`src/logic/lcd_cfg_map.vh`:
```
// Register offsets, command patterns, reset values and timing counts of the display configuration block.
`ifndef LCD_CFG_MAP_VH
`define LCD_CFG_MAP_VH

// APB byte offsets.
`define OFS_CMD 8'h00
`define OFS_STATUS 8'h04
`define OFS_TEMP 8'h08
`define OFS_COMP 8'h0C

// Status register field positions.
`define ST_PTR_LSB 0
`define ST_FREQ_LSB 6
`define ST_DBANK 11
`define ST_WBANK 12
`define ST_OSC 13
`define ST_COE 14
`define ST_CPC 15
`define ST_CPE 16
`define ST_TCE 17
`define ST_TME 18
`define ST_TFE 19
`define ST_INV 20
`define ST_BIAS_LSB 21
`define ST_MUX_LSB 23
`define ST_DISP 26
`define ST_INIT 27
`define ST_READY 28

// Compensation register field positions.
`define CP_VPR_LSB 0
`define CP_SLA_LSB 8
`define CP_SLB_LSB 11
`define CP_SLC_LSB 14
`define CP_SLD_LSB 17

// Command patterns and the masks that pick their fixed bits.
`define CMD_OSC_MASK 8'hFC
`define CMD_OSC_VAL 8'hCC
`define CMD_PUMP_MASK 8'hFC
`define CMD_PUMP_VAL 8'hC0
`define CMD_TMSR_MASK 8'hFC
`define CMD_TMSR_VAL 8'hC8
`define CMD_BIAS_MASK 8'hFC
`define CMD_BIAS_VAL 8'hC4
`define CMD_INV_MASK 8'hFD
`define CMD_INV_VAL 8'hD4
`define CMD_TFILT_MASK 8'hFE
`define CMD_TFILT_VAL 8'hD2
`define CMD_SLOPE_MASK 8'hF8
`define CMD_SLA_VAL 8'h18
`define CMD_SLB_VAL 8'h20
`define CMD_SLC_VAL 8'h28
`define CMD_SLD_VAL 8'h30
`define CMD_VPR_MASK 8'hF0
`define CMD_VPRH_VAL 8'h40
`define CMD_VPRL_VAL 8'h50
`define CMD_DISP_MASK 8'hFE
`define CMD_DISP_VAL 8'h38
`define CMD_MUX_MASK 8'hF8
`define CMD_MUX_VAL 8'h00
`define CMD_PTR_MASK 8'hC0
`define CMD_PTR_VAL 8'h80
`define CMD_FREQ_MASK 8'hE0
`define CMD_FREQ_VAL 8'h60
`define CMD_BANK_MASK 8'hFC
`define CMD_BANK_VAL 8'h08
`define CMD_INIT_FIRST 8'h3A
`define CMD_INIT_SECOND 8'h3B

// Reset values and mux mode codes.
`define RST_MUX 3'h4
`define RST_BIAS 2'h0
`define RST_SLOPE 3'h0
`define RST_VPR_NIBBLE 4'h0
`define RST_FREQ 5'h0E
`define RST_PTR 6'h00
`define MUX_STATIC 3'h1
`define MUX_TWO 3'h2

// Timing.
`define CLK_MHZ 50
`define QUIET_TIME_US 1000
`define QUIET_CYCLES (`QUIET_TIME_US * `CLK_MHZ)
`define LINE_CYCLES 1000
`define TEMP_SAMPLE_CYCLES 2000
`define CLKOUT_HALF_CYCLES 2604

`endif

```
`src/logic/temp_filter.v`:
```
// Digital temperature filter that either passes the raw code or a running average.
`timescale 1ns/1ps
`include "lcd_cfg_map.vh"

module temp_filter #(
  parameter WIDTH = 8,
  parameter SHIFT = 2
) (
  // Clock and reset.
  input wire mclk,
  input wire rst,
  // Raw samples.
  input wire sample_valid,
  input wire [WIDTH-1:0] raw_code,
  input wire filter_enable,
  // Result.
  output reg [WIDTH-1:0] code_out
);

  reg [WIDTH+SHIFT-1:0] acc_reg;
  reg [WIDTH+SHIFT-1:0] acc_next;
  wire [WIDTH+SHIFT-1:0] raw_wide;
  wire [WIDTH+SHIFT-1:0] acc_avg;

  assign raw_wide = {{SHIFT{1'b0}}, raw_code};
  assign acc_avg = acc_reg >> SHIFT;

  // The accumulator holds SHIFT fractional bits; each sample moves it a 2**-SHIFT step toward the input.
  always @* begin
    acc_next = acc_reg;
    if (sample_valid) begin
      if (filter_enable) begin
        acc_next = acc_reg - acc_avg + raw_wide;
      end else begin
        acc_next = raw_wide << SHIFT;
      end
    end
  end

  always @(posedge mclk or posedge rst) begin
    if (rst) begin
      acc_reg <= {(WIDTH+SHIFT){1'b0}};
      code_out <= {WIDTH{1'b0}};
    end else begin
      acc_reg <= acc_next;
      if (sample_valid) begin
        if (filter_enable) begin
          code_out <= acc_next[WIDTH+SHIFT-1:SHIFT];
        end else begin
          code_out <= raw_code;
        end
      end
    end
  end

endmodule // temp_filter

```
`src/logic/lcd_driver_config_commands.v`:
```
// Command interpreter holding the display driver configuration, reached over APB.
//
// Summary of operation
// - A temperature readout returns one 8-bit code from the internal sensor.
// - Inversion command is 110101 in bits 7..2, selector in bit 1, bit 0 zero.
// - Selector 0 (default) inverts per line; selector 1 inverts on alternate frames.
// - Frame inversion cancels DC over two consecutive frames.
// - Filter command is 1101001 in bits 7..1, enable in bit 0.
// - Filter off (default) uses the raw code at once; on applies filtering.
// - After reset or initialize, outputs grounded and display disabled.
// - After reset or initialize, four backplanes with quarter bias (mux 100, bias 00).
// - After reset or initialize, both bank selectors cleared and serial interfaces restarted.
// - After reset or initialize, oscillator runs, clock output off, clock pin undriven.
// - After reset or initialize, measurement and compensation on, filter off.
// - After reset or initialize, charge pump off and multiplier setting cleared.
// - Defaults: slopes 000, voltage nibbles 0000, frame frequency 01110.
// - The reset pin restores configuration but leaves display memory untouched.
`timescale 1ns/1ps
`include "lcd_cfg_map.vh"

module lcd_driver_config_commands #(
  parameter QUIET_CYCLES = `QUIET_CYCLES,
  parameter LINE_CYCLES = `LINE_CYCLES,
  parameter TEMP_SAMPLE_CYCLES = `TEMP_SAMPLE_CYCLES,
  parameter CLKOUT_HALF_CYCLES = `CLKOUT_HALF_CYCLES,
  parameter FILTER_SHIFT = 2
) (
  // Clock and reset.
  input wire mclk,
  input wire rst,
  // APB slave.
  input wire psel,
  input wire penable,
  input wire pwrite,
  input wire [7:0] paddr,
  input wire [31:0] pwdata,
  output reg [31:0] prdata,
  output reg pready,
  output reg pslverr,
  // Temperature sensor.
  input wire [7:0] sensor_code,
  // Configuration seen by the analog and waveform logic.
  output reg display_enable,
  output reg outputs_grounded,
  output reg [2:0] mux_mode,
  output reg [1:0] bias_mode,
  output reg write_bank_select,
  output reg display_bank_select,
  output reg [5:0] data_pointer,
  output reg [4:0] frame_freq,
  output reg inversion_select,
  output reg drive_polarity,
  output reg temp_measure_enable,
  output reg temp_comp_enable,
  output reg temp_filter_enable,
  output reg pump_enable,
  output reg pump_multiplier_cfg,
  output reg [2:0] slope_region_a,
  output reg [2:0] slope_region_b,
  output reg [2:0] slope_region_c,
  output reg [2:0] slope_region_d,
  output reg [7:0] programmed_voltage,
  output reg oscillator_select,
  output reg internal_osc_run,
  output reg serial_if_restart,
  // Clock pin.
  output reg clock_pin_out,
  output reg clock_output_enable
);

  wire [31:0] quiet_load;
  wire [31:0] line_load;
  wire [31:0] sample_load;
  wire [31:0] clkout_load;
  reg [31:0] quiet_cnt_reg;
  reg [31:0] line_cnt_reg;
  reg [31:0] sample_cnt_reg;
  reg [31:0] clkout_cnt_reg;
  reg [1:0] line_idx_reg;
  reg [1:0] last_line;
  reg init_pending_reg;
  reg initialized_reg;
  reg ready_reg;
  reg sample_tick_reg;
  reg [7:0] sensor_reg;
  wire [7:0] temperature_code;
  wire access_write;
  wire setup_phase;
  wire cmd_strobe;
  wire [7:0] cmd_byte;
  wire init_cmd;
  wire line_tick;
  wire frame_end;
  wire coe_drop;
  reg [31:0] read_mux;
  reg read_err;

  assign quiet_load = QUIET_CYCLES - 1;
  assign line_load = LINE_CYCLES - 1;
  assign sample_load = TEMP_SAMPLE_CYCLES - 1;
  assign clkout_load = CLKOUT_HALF_CYCLES - 1;

  // APB: the answer is prepared in the setup cycle so pready and prdata come from flops.
  assign setup_phase = psel & ~penable;
  assign access_write = psel & penable & pready & pwrite;
  assign cmd_byte = pwdata[7:0];
  // A command byte counts only when the full write to the command register completes.
  assign cmd_strobe = access_write & (paddr == `OFS_CMD) & ready_reg;
  // The second initialize byte only takes effect right after the first one.
  assign init_cmd = cmd_strobe & init_pending_reg & (cmd_byte == `CMD_INIT_SECOND);
  assign coe_drop = init_cmd | (cmd_strobe & ((cmd_byte & `CMD_OSC_MASK) == `CMD_OSC_VAL) & ~cmd_byte[1]);

  always @* begin
    read_mux = 32'h00000000;
    read_err = 1'b0;
    case (paddr)
      `OFS_CMD: begin
        read_mux = 32'h00000000;
      end
      `OFS_STATUS: begin
        read_mux[`ST_PTR_LSB +: 6] = data_pointer;
        read_mux[`ST_FREQ_LSB +: 5] = frame_freq;
        read_mux[`ST_DBANK] = display_bank_select;
        read_mux[`ST_WBANK] = write_bank_select;
        read_mux[`ST_OSC] = oscillator_select;
        read_mux[`ST_COE] = clock_output_enable;
        read_mux[`ST_CPC] = pump_multiplier_cfg;
        read_mux[`ST_CPE] = pump_enable;
        read_mux[`ST_TCE] = temp_comp_enable;
        read_mux[`ST_TME] = temp_measure_enable;
        read_mux[`ST_TFE] = temp_filter_enable;
        read_mux[`ST_INV] = inversion_select;
        read_mux[`ST_BIAS_LSB +: 2] = bias_mode;
        read_mux[`ST_MUX_LSB +: 3] = mux_mode;
        read_mux[`ST_DISP] = display_enable;
        read_mux[`ST_INIT] = initialized_reg;
        read_mux[`ST_READY] = ready_reg;
      end
      `OFS_TEMP: begin
        read_mux[7:0] = temperature_code;
        read_err = pwrite;
      end
      `OFS_COMP: begin
        read_mux[`CP_VPR_LSB +: 8] = programmed_voltage;
        read_mux[`CP_SLA_LSB +: 3] = slope_region_a;
        read_mux[`CP_SLB_LSB +: 3] = slope_region_b;
        read_mux[`CP_SLC_LSB +: 3] = slope_region_c;
        read_mux[`CP_SLD_LSB +: 3] = slope_region_d;
        read_err = pwrite;
      end
      default: begin
        read_err = 1'b1;
      end
    endcase
  end

  always @(posedge mclk or posedge rst) begin
    if (rst) begin
      prdata <= 32'h00000000;
      pready <= 1'b0;
      pslverr <= 1'b0;
    end else begin
      pready <= setup_phase;
      if (setup_phase) begin
        prdata <= pwrite ? 32'h00000000 : read_mux;
        pslverr <= read_err | (pwrite & (paddr == `OFS_STATUS));
      end else begin
        pslverr <= 1'b0;
      end
    end
  end

  // Commands are held off until the reset action has had time to complete.
  always @(posedge mclk or posedge rst) begin
    if (rst) begin
      quiet_cnt_reg <= 32'h00000000;
      ready_reg <= 1'b0;
    end else if (!ready_reg) begin
      if (quiet_cnt_reg == quiet_load) begin
        ready_reg <= 1'b1;
      end else begin
        quiet_cnt_reg <= quiet_cnt_reg + 32'h00000001;
      end
    end
  end

  // Configuration fields; reset and the initialize command restore the same state.
  always @(posedge mclk or posedge rst) begin
    if (rst) begin
      init_pending_reg <= 1'b0;
      initialized_reg <= 1'b0;
      serial_if_restart <= 1'b1;
      display_enable <= 1'b0;
      outputs_grounded <= 1'b1;
      mux_mode <= `RST_MUX;
      bias_mode <= `RST_BIAS;
      write_bank_select <= 1'b0;
      display_bank_select <= 1'b0;
      data_pointer <= `RST_PTR;
      frame_freq <= `RST_FREQ;
      inversion_select <= 1'b0;
      temp_measure_enable <= 1'b1;
      temp_comp_enable <= 1'b1;
      temp_filter_enable <= 1'b0;
      pump_enable <= 1'b0;
      pump_multiplier_cfg <= 1'b0;
      slope_region_a <= `RST_SLOPE;
      slope_region_b <= `RST_SLOPE;
      slope_region_c <= `RST_SLOPE;
      slope_region_d <= `RST_SLOPE;
      programmed_voltage <= {`RST_VPR_NIBBLE, `RST_VPR_NIBBLE};
      oscillator_select <= 1'b0;
      internal_osc_run <= 1'b1;
      clock_output_enable <= 1'b0;
    end else begin
      serial_if_restart <= 1'b0;
      if (cmd_strobe) begin
        init_pending_reg <= (cmd_byte == `CMD_INIT_FIRST);
      end
      if (init_cmd) begin
        initialized_reg <= 1'b1;
        serial_if_restart <= 1'b1;
        display_enable <= 1'b0;
        outputs_grounded <= 1'b1;
        mux_mode <= `RST_MUX;
        bias_mode <= `RST_BIAS;
        write_bank_select <= 1'b0;
        display_bank_select <= 1'b0;
        data_pointer <= `RST_PTR;
        frame_freq <= `RST_FREQ;
        inversion_select <= 1'b0;
        temp_measure_enable <= 1'b1;
        temp_comp_enable <= 1'b1;
        temp_filter_enable <= 1'b0;
        pump_enable <= 1'b0;
        pump_multiplier_cfg <= 1'b0;
        slope_region_a <= `RST_SLOPE;
        slope_region_b <= `RST_SLOPE;
        slope_region_c <= `RST_SLOPE;
        slope_region_d <= `RST_SLOPE;
        programmed_voltage <= {`RST_VPR_NIBBLE, `RST_VPR_NIBBLE};
        oscillator_select <= 1'b0;
        internal_osc_run <= 1'b1;
        clock_output_enable <= 1'b0;
      end else if (cmd_strobe) begin
        if ((cmd_byte & `CMD_INV_MASK) == `CMD_INV_VAL) begin
          inversion_select <= cmd_byte[1];
        end
        if ((cmd_byte & `CMD_TFILT_MASK) == `CMD_TFILT_VAL) begin
          temp_filter_enable <= cmd_byte[0];
        end
        if ((cmd_byte & `CMD_OSC_MASK) == `CMD_OSC_VAL) begin
          clock_output_enable <= cmd_byte[1];
          oscillator_select <= cmd_byte[0];
          internal_osc_run <= ~cmd_byte[0];
        end
        if ((cmd_byte & `CMD_PUMP_MASK) == `CMD_PUMP_VAL) begin
          pump_enable <= cmd_byte[1];
          pump_multiplier_cfg <= cmd_byte[0];
        end
        if ((cmd_byte & `CMD_TMSR_MASK) == `CMD_TMSR_VAL) begin
          temp_comp_enable <= cmd_byte[1];
          temp_measure_enable <= cmd_byte[0];
        end
        if ((cmd_byte & `CMD_BIAS_MASK) == `CMD_BIAS_VAL) begin
          bias_mode <= cmd_byte[1:0];
        end
        if ((cmd_byte & `CMD_SLOPE_MASK) == `CMD_SLA_VAL) begin
          slope_region_a <= cmd_byte[2:0];
        end
        if ((cmd_byte & `CMD_SLOPE_MASK) == `CMD_SLB_VAL) begin
          slope_region_b <= cmd_byte[2:0];
        end
        if ((cmd_byte & `CMD_SLOPE_MASK) == `CMD_SLC_VAL) begin
          slope_region_c <= cmd_byte[2:0];
        end
        if ((cmd_byte & `CMD_SLOPE_MASK) == `CMD_SLD_VAL) begin
          slope_region_d <= cmd_byte[2:0];
        end
        if ((cmd_byte & `CMD_VPR_MASK) == `CMD_VPRH_VAL) begin
          programmed_voltage[7:4] <= cmd_byte[3:0];
        end
        if ((cmd_byte & `CMD_VPR_MASK) == `CMD_VPRL_VAL) begin
          programmed_voltage[3:0] <= cmd_byte[3:0];
        end
        if ((cmd_byte & `CMD_DISP_MASK) == `CMD_DISP_VAL) begin
          display_enable <= cmd_byte[0];
          outputs_grounded <= ~cmd_byte[0];
        end
        if ((cmd_byte & `CMD_MUX_MASK) == `CMD_MUX_VAL) begin
          mux_mode <= cmd_byte[2:0];
        end
        if ((cmd_byte & `CMD_PTR_MASK) == `CMD_PTR_VAL) begin
          data_pointer <= cmd_byte[5:0];
        end
        if ((cmd_byte & `CMD_FREQ_MASK) == `CMD_FREQ_VAL) begin
          frame_freq <= cmd_byte[4:0];
        end
        if ((cmd_byte & `CMD_BANK_MASK) == `CMD_BANK_VAL) begin
          write_bank_select <= cmd_byte[1];
          display_bank_select <= cmd_byte[0];
        end
      end
    end
  end

  // Line timing; a frame holds one line in static mode, two in two-backplane mode and four in every other mux mode.
  always @* begin
    case (mux_mode)
      `MUX_STATIC: begin
        last_line = 2'd0;
      end
      `MUX_TWO: begin
        last_line = 2'd1;
      end
      default: begin
        last_line = 2'd3;
      end
    endcase
  end

  assign line_tick = (line_cnt_reg == line_load);
  assign frame_end = line_tick & (line_idx_reg >= last_line);

  always @(posedge mclk or posedge rst) begin
    if (rst) begin
      line_cnt_reg <= 32'h00000000;
      line_idx_reg <= 2'd0;
      drive_polarity <= 1'b0;
    end else if (!display_enable) begin
      line_cnt_reg <= 32'h00000000;
      line_idx_reg <= 2'd0;
      drive_polarity <= 1'b0;
    end else begin
      line_cnt_reg <= line_tick ? 32'h00000000 : line_cnt_reg + 32'h00000001;
      if (line_tick) begin
        line_idx_reg <= frame_end ? 2'd0 : line_idx_reg + 2'd1;
      end
      if (inversion_select) begin
        // Polarity holds for a whole frame, so the DC balance closes over a frame pair.
        if (frame_end) begin
          drive_polarity <= ~drive_polarity;
        end
      end else if (line_tick) begin
        drive_polarity <= ~drive_polarity;
      end
    end
  end

  // Clock pin: driven with a divided clock only while the output is enabled.
  always @(posedge mclk or posedge rst) begin
    if (rst) begin
      clkout_cnt_reg <= 32'h00000000;
      clock_pin_out <= 1'b0;
    end else if (!clock_output_enable || coe_drop) begin
      clkout_cnt_reg <= 32'h00000000;
      clock_pin_out <= 1'b0;
    end else if (clkout_cnt_reg == clkout_load) begin
      clkout_cnt_reg <= 32'h00000000;
      clock_pin_out <= ~clock_pin_out;
    end else begin
      clkout_cnt_reg <= clkout_cnt_reg + 32'h00000001;
    end
  end

  // Temperature sampling while measurement is enabled.
  always @(posedge mclk or posedge rst) begin
    if (rst) begin
      sample_cnt_reg <= 32'h00000000;
      sample_tick_reg <= 1'b0;
      sensor_reg <= 8'h00;
    end else begin
      sample_tick_reg <= 1'b0;
      if (temp_measure_enable) begin
        if (sample_cnt_reg == sample_load) begin
          sample_cnt_reg <= 32'h00000000;
          sample_tick_reg <= 1'b1;
          sensor_reg <= sensor_code;
        end else begin
          sample_cnt_reg <= sample_cnt_reg + 32'h00000001;
        end
      end
    end
  end

  temp_filter #(
    .WIDTH(8),
    .SHIFT(FILTER_SHIFT)
  ) filter_inst (
    .mclk(mclk),
    .rst(rst),
    .sample_valid(sample_tick_reg),
    .raw_code(sensor_reg),
    .filter_enable(temp_filter_enable),
    .code_out(temperature_code)
  );

endmodule // lcd_driver_config_commands

```
`config.mk`:
```
export PLATFORM = sky130hd
export DESIGN_NAME = lcd_driver_config_commands
export DESIGN_NICKNAME = d
export VERILOG_FILES = /design/src/logic/temp_filter.v /design/src/logic/lcd_driver_config_commands.v
export VERILOG_INCLUDE_DIRS = /design/src /design/src/logic
export SDC_FILE = /design/constraint.sdc
export NUM_CORES = 1
export LEC_CHECK = 0
export ABC_AREA = 1
export BUFFER_PORTS_ARGS = -buffer_cell sky130_fd_sc_hd__buf_2
export CORE_MARGIN = 2
export CORE_UTILIZATION = 45
export CTS_BUF_LIST = sky130_fd_sc_hd__clkbuf_4
export CTS_CLUSTER_DIAMETER = 40
export DETAILED_ROUTE_END_ITERATION = 8
export PLACE_DENSITY = 0.64
export SYNTH_ARGS = -nofsm -noshare
export SYNTH_HDL_FRONTEND = slang
export SYNTH_SLANG_ARGS = --single-unit
export TNS_END_PERCENT = 10
```
`constraint.sdc`:
```
create_clock -name mclk -period 24.4 [get_ports mclk]
set_input_delay 4.88 -clock mclk [delete_from_list [all_inputs] [get_ports mclk]]
set_output_delay 4.88 -clock mclk [all_outputs]
set_load 0.005 [all_outputs]
```
---- Word-level counts from Yosys, hierarchy flattened ----
Cells that the tools add are included.
W data, S select, Z words.
storage, ports and cells
  input bits .............................. 53
  logic and storage cells ................. 242
  bits in registers ....................... 246
operators by class
  magnitude comparators ................... 1
  reduce and logical (&&, ||, !) cells .... 45
  eq/ne operators ......................... 30
  multiplexer cells ....................... 96
  add/sub/neg operators ................... 7
  bitwise operators ....................... 21
operators with widths
  kind                     count
  $mux W32                 5
  $add A32 B1 Y32 const B  4
  $mux W1                  51
  $mux W3                  15
  $reduce_and A2 Y1        20
  $reduce_bool A2 Y1       19
  $eq A32 B10 Y1 const B   1
  $eq A32 B11 Y1 const B   1
  $eq A32 B12 Y1 const B   1
  $eq A32 B16 Y1 const B   1
  $mux W29                 1
  $eq A6 B6 Y1 const B     4
  $mux W8                  3
  $pmux W12 S2             1
  $pmux W8 S3              1
  $mux W10                 2
  $mux W6                  3
  $eq A8 B4 Y1 const B     2
  $eq A8 B6 Y1 const B     2
  $logic_not A8 Y1         2
  $eq A5 B3 Y1 const B     3
  $mux W5                  3
  $eq A7 B7 Y1 const B     2
  $and A1 B1 Y1            12
  25 further kinds         41

---- Longest topological paths before layout ----
Gate-level depths: netlist of run 1.
  depth in word-level cells ............... 10
  gate-level depth with buffers ........... 13
  gate-level depth less buffers ........... 13

---- Modules after synthesis ----
Synthesis of run 1 repeated with hierarchy kept, for this count alone.
unflattened totals
  cells, all modules ...................... 2038
  area, all modules ....................... 14257.4 sq um
modules (own cells, without submodules)
  module                      seq. area each (sq um)  cells each  times used  area each (sq um)
  lcd_driver_config_commands  5641.7                  1848        1           12813.5
  temp_filter                 450.4                   190         1           1443.9

---- Least setup slack after synthesis of run 1 ----
OpenSTA, ideal clock, no wires.
  path kind ............................... input to register
  from .................................... input paddr[5]
  to ...................................... register clock_pin_out
  required time ........................... 24.282 ns
  buffers on the path ..................... 1
  arrival time ............................ 6.021 ns
  stages .................................. 9
  library setup time ...................... 0.118 ns
  setup slack ............................. 18.262 ns
  path through ............................ nor2_1 -> nand3_1 -> nor2_1 -> nand2_2 -> inv_2 -> nand3_2 -> o211ai_2 -> buf_4 -> nor2_1
on the way
  word-level cells in the longest chain between the ends .. 8
  elaborated cells on any way between the ends .. 11
  classes of those cells .................. 1 x mux; 7 x bitwise; 3 x reduce/logical
RTL lines
  what                                                  line                                                                source
  start, declared                                       lcd_driver_config_commands.v:35                                     input wire [7:0] paddr,
  $logic_not A8 Y1 (*)                                  n/a
  $and A1 B1 Y1 (*) (2 in a row)                        lcd_driver_config_commands.v:108                                    assign cmd_strobe = access_write & (paddr == `OFS_CMD) & ready_reg;
  $and A1 B1 Y1, on equally long branches (2 in a row)  lcd_driver_config_commands.v:110, lcd_driver_config_commands.v:111
  $or A1 B1 Y1 (*)                                      lcd_driver_config_commands.v:111                                    assign coe_drop = init_cmd | (cmd_strobe & ((cmd_byte & `CMD_OSC_MASK) == `CMD_OSC_VAL) & ~cmd_byte[1]);
  $logic_or A1 B1 Y1 (*)                                lcd_driver_config_commands.v:355                                    end else if (!clock_output_enable || coe_drop) begin
  $mux W1 or $reduce_bool A2 Y1 (tied branches)         n/a
  end signal, assigned                                  lcd_driver_config_commands.v:360                                    clock_pin_out <= ~clock_pin_out;
  end, declared                                         lcd_driver_config_commands.v:67                                     output reg clock_pin_out,
Every way passes the cells marked *; elsewhere a longest branch is shown, timed or not.
A chain may end at the register's enable or synchronous reset.

---- Worst setup path in the final report of run 1 ----
  from .................................... register temp_measure_enable
  to ...................................... output temp_measure_enable
RTL lines
  what                    line                              source
  start, declared         lcd_driver_config_commands.v:53   output reg temp_measure_enable,
  start signal, assigned  lcd_driver_config_commands.v:263  temp_measure_enable <= cmd_byte[0];
No word-level cell between the ends.

==> results.yml, run 1 <==
run_status:
  status: "finished clean"
routing:
  viasPerCell: 5.15
  wirelength_um: 37600
  vias: 13160
  post-route-drc-count: 0
  ant_nets: 0
  wire_per_inst_um: 14.7
  firstDrtPassIters: 6
  first_iter_violations: 980
setup_path:
  cp_cell_sequence: "buf_2"
  cpMaxStageDelayCell: "dfstp_2"
  max_stage_delay_ps: 910
  cp_num_buf_inv: 1
  crit_path_end_kind: "primary output"
  r2r_end: "sensor_reg[7]"
  r2r_start: "temp_measure_enable"
  start_kind: "flip-flop"
  r2r_slack_ps: 21370
  reg2reg_depth: 8
  path_class: "reg2out"
  arrival_ps: 1840
  required_ps: 19520
  cp_top_family: "flip-flops"
  crit_fanout: 30
synthesis:
  ys_seq_area_frac: 0.437
  yosysWarnings: 0
  synth.distinct_cells: 44
  ys_top_cells_by_area: "dfrtp_1 42%, nand2_1 16%, nor2_1 8.3%"
  synth_area_per_cell_um2: 7.13
  synth_area_mm2: 0.0139
  synth_top_area_share: 0.420
  yosys_register_bits: 243
  postSynthCellCount: 1955
  synth_top_cell_by_area: "dfrtp_1"
  synthArstFlopShare: 1.00
  synthFlopType: "dfrtp_1"
  synth-edff-count: 0
sta:
  finalMaxSlewViolations: 0
  tightest_slew_ps: 1080
  clock_skew_ps: 39.9
  max_freq_ghz: 0.149
  finalHoldViolCount: 0
  finalCritPeriodShare: 0.275
  setup_slack_ps: 17680
  setup_viol: 0
  setup_tns_ps: 0
  min_period_ps: 6720
  rsz0062_at_grt: "no"
  slew_headroom: 0.274
finish:
  final_cell_mix: "603 x nand2_1, 308 x nor2_1, 234 x dfrtp_1"
  layout_commonest_cell: "nand2_1"
  fill_cells: 3145
  area_growth_pct: 13.3
  drive_gt1_frac: 0.121
  nets: 2184
placed_design:
  place_ws_ps: 16930
  place_hpwl_um: 27500
  place.port_buffers: 111
  routabilityCongestion: 0.942
flow_run:
  cap_violations: 0
floorplan:
  start_util: 0.456
  die_area_mm2: 0.0324
  die_w_um: 180
  ioPinCount: 139
  die_h_um: 180
  core-area_mm2: 0.0306
  rows: 64
global_route:
  grt_pass1_wl_um: 63400
  antenna_found_initial: 3
  grt_max_degree: 103
  use_met2: 0.396
  busiest_layer: "met2"
  grt_overflow: 0
  first_global_vias: 12900
  met1_usage: 0.302
  grt_use_total: 0.237
  use_met3: 0.0422
min_path:
  hold_start: "prdata[0]"
  min_path_type: "reg2reg"
  worstHoldPathCells: 2
  min_to: "prdata[0]"
cts:
  htree_levels: 3
  clk_pin_slew_ps: 60
  root_buffer: "clkbuf_4"
  cts_setup_buffers: 0
  cts-resized-gates: 0
  clk_path_buf_depth: 3
  hold_buffers: 0
  cts_tree: "done"
  cts_inserted_buffers: 69
  clk_latency_ps: 690
  cts_sinks: 243
pwr:
  vdd_drop_max_mv: 0.0265
  power_leakage_nw: 7.53
  powerDensity_mw_per_mm2: 52.4
[synth_stat cells (2+ instances only)]
cell      number
o22ai_1        2
buf_4          9
inv_2          7
o21bai_1       2
nor3_2         2
nor3b_1        3
nand4_1       46
nor2_2         3
xor2_1        51
nand3b_1       7
nor2_1       309
inv_1        210
o21ai_1        6
dfrtp_1      234
dfstp_2        9
o21ai_0      107
nor3_1        74
nand2_1      603
xnor2_1       23
nor4_2         2
nor4_1         2
nand3_1      127
a22oi_1        3
fa_1           8
a21oi_1       43
ha_1          16
clkbuf_1      20
buf_2          8
nand2_2        2
or2_2          3
[how the worst max path moves through the flow]
stage	startpoint	end	slack [ps]	cells after the start
floorplan	rst	bias_mode[0]	12860	1
global placement	rst	quiet_cnt_reg[29]	16930	4
detailed placement	rst	quiet_cnt_reg[21]	16930	4
CTS	temp_measure_enable	temp_measure_enable	17610	1
global route	rst	sample_cnt_reg[15]	17330	4
finish	temp_measure_enable	temp_measure_enable	17680	1
[area by class of cell]
class	instances	area [um2]	area share
clock inverter	19	153	0.00966
inverter	218	826	0.0523
timing repair buffer	118	608	0.0385
clock buffer	102	766	0.0485
antenna	3	7.51	0.000475
tap	396	495	0.0314
multi-input combinational	1457	6860	0.434
sequential	243	6090	0.385
[cell families (layout without fill, tap and decap cells)]
family,after synthesis,in the layout,share of synthesized area
AND/OR/NAND/NOR,1188,1188,0.355
buffers and inverters,257,457,0.0728
flip-flops,243,243,0.437
AO/OA/AOI/OAI,168,168,0.0629
XOR/XNOR,74,74,0.0465
adder cells (fa/ha/maj),24,24,0.0258
other,1,6,0.000269
[per-layer routing]
layer | vias up | wire, um
li1 | 6553 | -
met1 | 6118 | 16400
met2 | 386 | 17800
met4 | 0 | 1450
met5 | - | 0
met3 | 103 | 1950
[metrics by stage]
| stage | power, mW | cell area, um2 | utilization | instances | hold WS [ps] |
|---|---|---|---|---|---|
| after floorplan | 0.428 | 14000 | - | 1957 | 440 |
| after global placement | 0.437 | 14900 | 0.486 | 2432 | 461 |
| after detailed placement | 0.437 | 14900 | 0.486 | 2432 | 460 |
| after CTS | 0.842 | 15800 | 0.516 | 2553 | 476 |
| after global routing | 0.866 | 15800 | 0.517 | 2556 | 508 |
| final | 0.829 | 15800 | 0.517 | 2556 | 475 |
[report_power, final]
part	internal (mW)	leakage (nW)	total (mW)	switching [mW]
registers	0.404	3.25	0.406	0.00170
clock network	0.223	0.544	0.400	0.177
logic	0.00494	3.73	0.0231	0.0181
total	0.632	7.53	0.829	0.197
Note: power is estimated with default switching activity, not from simulation.
==> run 2: changes to the inputs <==
--- a/config.mk
+++ b/config.mk
@@ -6,14 +6,14 @@
 export SDC_FILE = /design/constraint.sdc
 export NUM_CORES = 1
 export LEC_CHECK = 0
-export ABC_AREA = 1
+export ABC_AREA = 0
 export BUFFER_PORTS_ARGS = -buffer_cell sky130_fd_sc_hd__buf_2
 export CORE_MARGIN = 2
 export CORE_UTILIZATION = 45
 export CTS_BUF_LIST = sky130_fd_sc_hd__clkbuf_4
 export CTS_CLUSTER_DIAMETER = 40
 export DETAILED_ROUTE_END_ITERATION = 8
-export PLACE_DENSITY = 0.64
+export PLACE_DENSITY = 0.65
 export SYNTH_ARGS = -nofsm -noshare
 export SYNTH_HDL_FRONTEND = slang
 export SYNTH_SLANG_ARGS = --single-unit
==> constraint.sdc (replaced) <==
create_clock -name mclk -period 6.2 [get_ports mclk]
set_input_delay 1.24 -clock mclk [delete_from_list [all_inputs] [get_ports mclk]]
set_output_delay 1.24 -clock mclk [all_outputs]
set_load 0.005 [all_outputs]
==> run 2 against run 1 <==
Against the previous run: flip-flop and latch count did not move; global-route usage fell by 3.1 points; utilization barely moved; combinational power rose to 3.2 times the previous value; clock power rose to 3.5 times the previous value; first-iteration DRC count fell by 34%; routed wire length fell by 25%; largest cell class is now registers.
==> results.yml, run 2 <==
setup_path:
  path_class: "in2reg"
  crit_fanout: 19
  start_kind: "input pin"
  cpMaxStageDelayCell: "nor4_4"
  cp_cell_sequence: "buf_2, or2_1, or3_1, nor4_4, buf_4, nand3b_1, o21ai_0"
  crit_path_end_kind: "flip-flop"
  required_ps: 6700
  r2r_slack_ps: 3290
  arrival_ps: 3940
  max_stage_delay_ps: 920
sta:
  tightest_slew_ps: 1100
  min_period_ps: 3440
  setup_slack_ps: 2760
  setup_tns_ps: 0
  max_freq_ghz: 0.291
  finalHoldViolCount: 0
  slew_headroom: 0.270
  finalCritPeriodShare: 0.554
  rsz0062_at_grt: "no"
  finalMaxSlewViolations: 0
  setup_viol: 0
  clock_skew_ps: 52.9
floorplan:
  die_area_mm2: 0.0282
  rows: 60
  core-area_mm2: 0.0267
  ioPinCount: 139
  die_h_um: 168
  die_w_um: 168
  start_util: 0.454
cts:
  hold_buffers: 0
  cts_inserted_buffers: 67
  cts-resized-gates: 0
  clk_latency_ps: 670
  cts_setup_buffers: 0
  root_buffer: "clkbuf_4"
  clk_path_buf_depth: 3
  cts_tree: "done"
  htree_levels: 3
  cts_sinks: 243
  clk_pin_slew_ps: 60
routing:
  wire_per_inst_um: 16.3
  vias: 9426
  post-route-drc-count: 0
  ant_nets: 0
  first_iter_violations: 645
  viasPerCell: 5.45
  wirelength_um: 28300
  firstDrtPassIters: 5
global_route:
  grt_pass1_wl_um: 47400
  grt_overflow: 0
  grt_max_degree: 191
  first_global_vias: 9315
  grt_use_total: 0.206
  antenna_found_initial: 2
pwr:
  p_seq_frac: 0.517
  clockPowerShare: 0.460
  powerDensity_mw_per_mm2: 223
  p_total_mw: 3.07
  swShare: 0.238
  switchingPower_mw: 0.730
  power_leakage_nw: 6.50
  pwr-share-comb: 0.024
  cellInternalPower_mw: 2.34
  vdd_drop_max_mv: 0.129
finish:
  final_area_mm2: 0.0138
  nets: 1420
  final_cell_mix: "234 x dfrtp_1, 152 x nor2_1, 111 x buf_2"
  fill_cells: 2474
  drive_gt1_frac: 0.189
  area_growth_pct: 13.8
  layout_commonest_cell: "dfrtp_1"
synthesis:
  synth_most_common_cell: "dfrtp_1"
  synth_top_area_share: 0.484
  postSynthCellCount: 1207
  synth_top_cell_by_area: "dfrtp_1"
  synthFlopType: "dfrtp_1"
  synth_area_per_cell_um2: 10.0
  ys_seq_area_frac: 0.503
  synthArstFlopShare: 1.00
  yosys_register_bits: 243
  synth_common_cells: "234 x dfrtp_1, 152 x nor2_1, 87 x nand2_1"
  synth_area_mm2: 0.0121
  synth-edff-count: 0
  synth.distinct_cells: 68
  ys_top_cells_by_area: "dfrtp_1 48%, nor2_1 4.7%, xnor2_1 4.6%"
  yosysWarnings: 0
min_path:
  min_path_type: "reg2reg"
placed_design:
  place_ws_ps: 2130
  placed_cell_area_mm2: 0.0129
  place.port_buffers: 111
  place_hpwl_um: 19100
  routabilityCongestion: 0.859
flow_run:
  cap_violations: 0
run_status:
  status: "finished clean"
[run 2: kinds of logic after synthesis]
group,synth area share
other cells,0.000310
simple gates,0.219
compound gates,0.0751
xor+xnor,0.0919
mux,0.0418
buf+inv,0.0390
fa+ha+maj,0.0298
flops,0.503
[run 2: metal layers]
layer | GRT usage | vias to the layer above | part of all wire
li1 | - | 4523 | -
met3 | 0.0590 | 67 | 0.066
met1 | 0.274 | 4621 | 0.45
met5 | 0 | - | 0.00050
met2 | 0.317 | 213 | 0.45
met4 | 0.0877 | 2 | 0.030
[run 2: worst paths after layout]
check                                       start  cells after the start                      to
max                                      paddr[3]                      7       slope_region_a[2]
min                               line_cnt_reg[0]                      1         line_cnt_reg[0]
max reg2reg                filter_inst.acc_reg[3]                      8  filter_inst.acc_reg[8]
min reg2reg                       line_cnt_reg[0]                      1         line_cnt_reg[0]
max in group asynchronous                     rst                      3              prdata[27]
min in group asynchronous                     rst                      2        line_cnt_reg[27]
[run 2: final cells by class]
class	count	area (um2)	share of cell area
antenna	1	2.50	0.000182
clock buffer	94	706	0.0513
sequential	243	6090	0.442
inverter	59	225	0.0164
timing repair buffer	121	643	0.0467
tap	341	427	0.0310
multi-input combinational	851	5560	0.404
clock inverter	21	113	0.00818
[run 2: power groups by stage]
stage / Sequential [mW] / Combinational, mW / Clock [mW]
finish: 1.59 / 0.0736 / 1.41
CTS: 1.59 / 0.0763 / 1.47
global placement: 1.62 / 0.0754 / 0
global route: 1.59 / 0.0848 / 1.54
floorplan: 1.62 / 0.0460 / 0
detailed placement: 1.62 / 0.0760 / 0
[run 2: metrics by stage]
step	hold slack [ps]	std cells	utilization
3_5_place_dp	456	1615	0.486
6_report	468	1731	0.517
3_3_place_gp	450	1615	0.486
5_1_grt	483	1731	0.517
4_1_cts	468	1730	0.517
2_1_floorplan	433	1209	-
[run 2: worst max-delay path, delay by kind of cell]
kind            cells  cell delay [ps]
simple gates        4             2020
compound gates      1               90
buf+inv             2              590
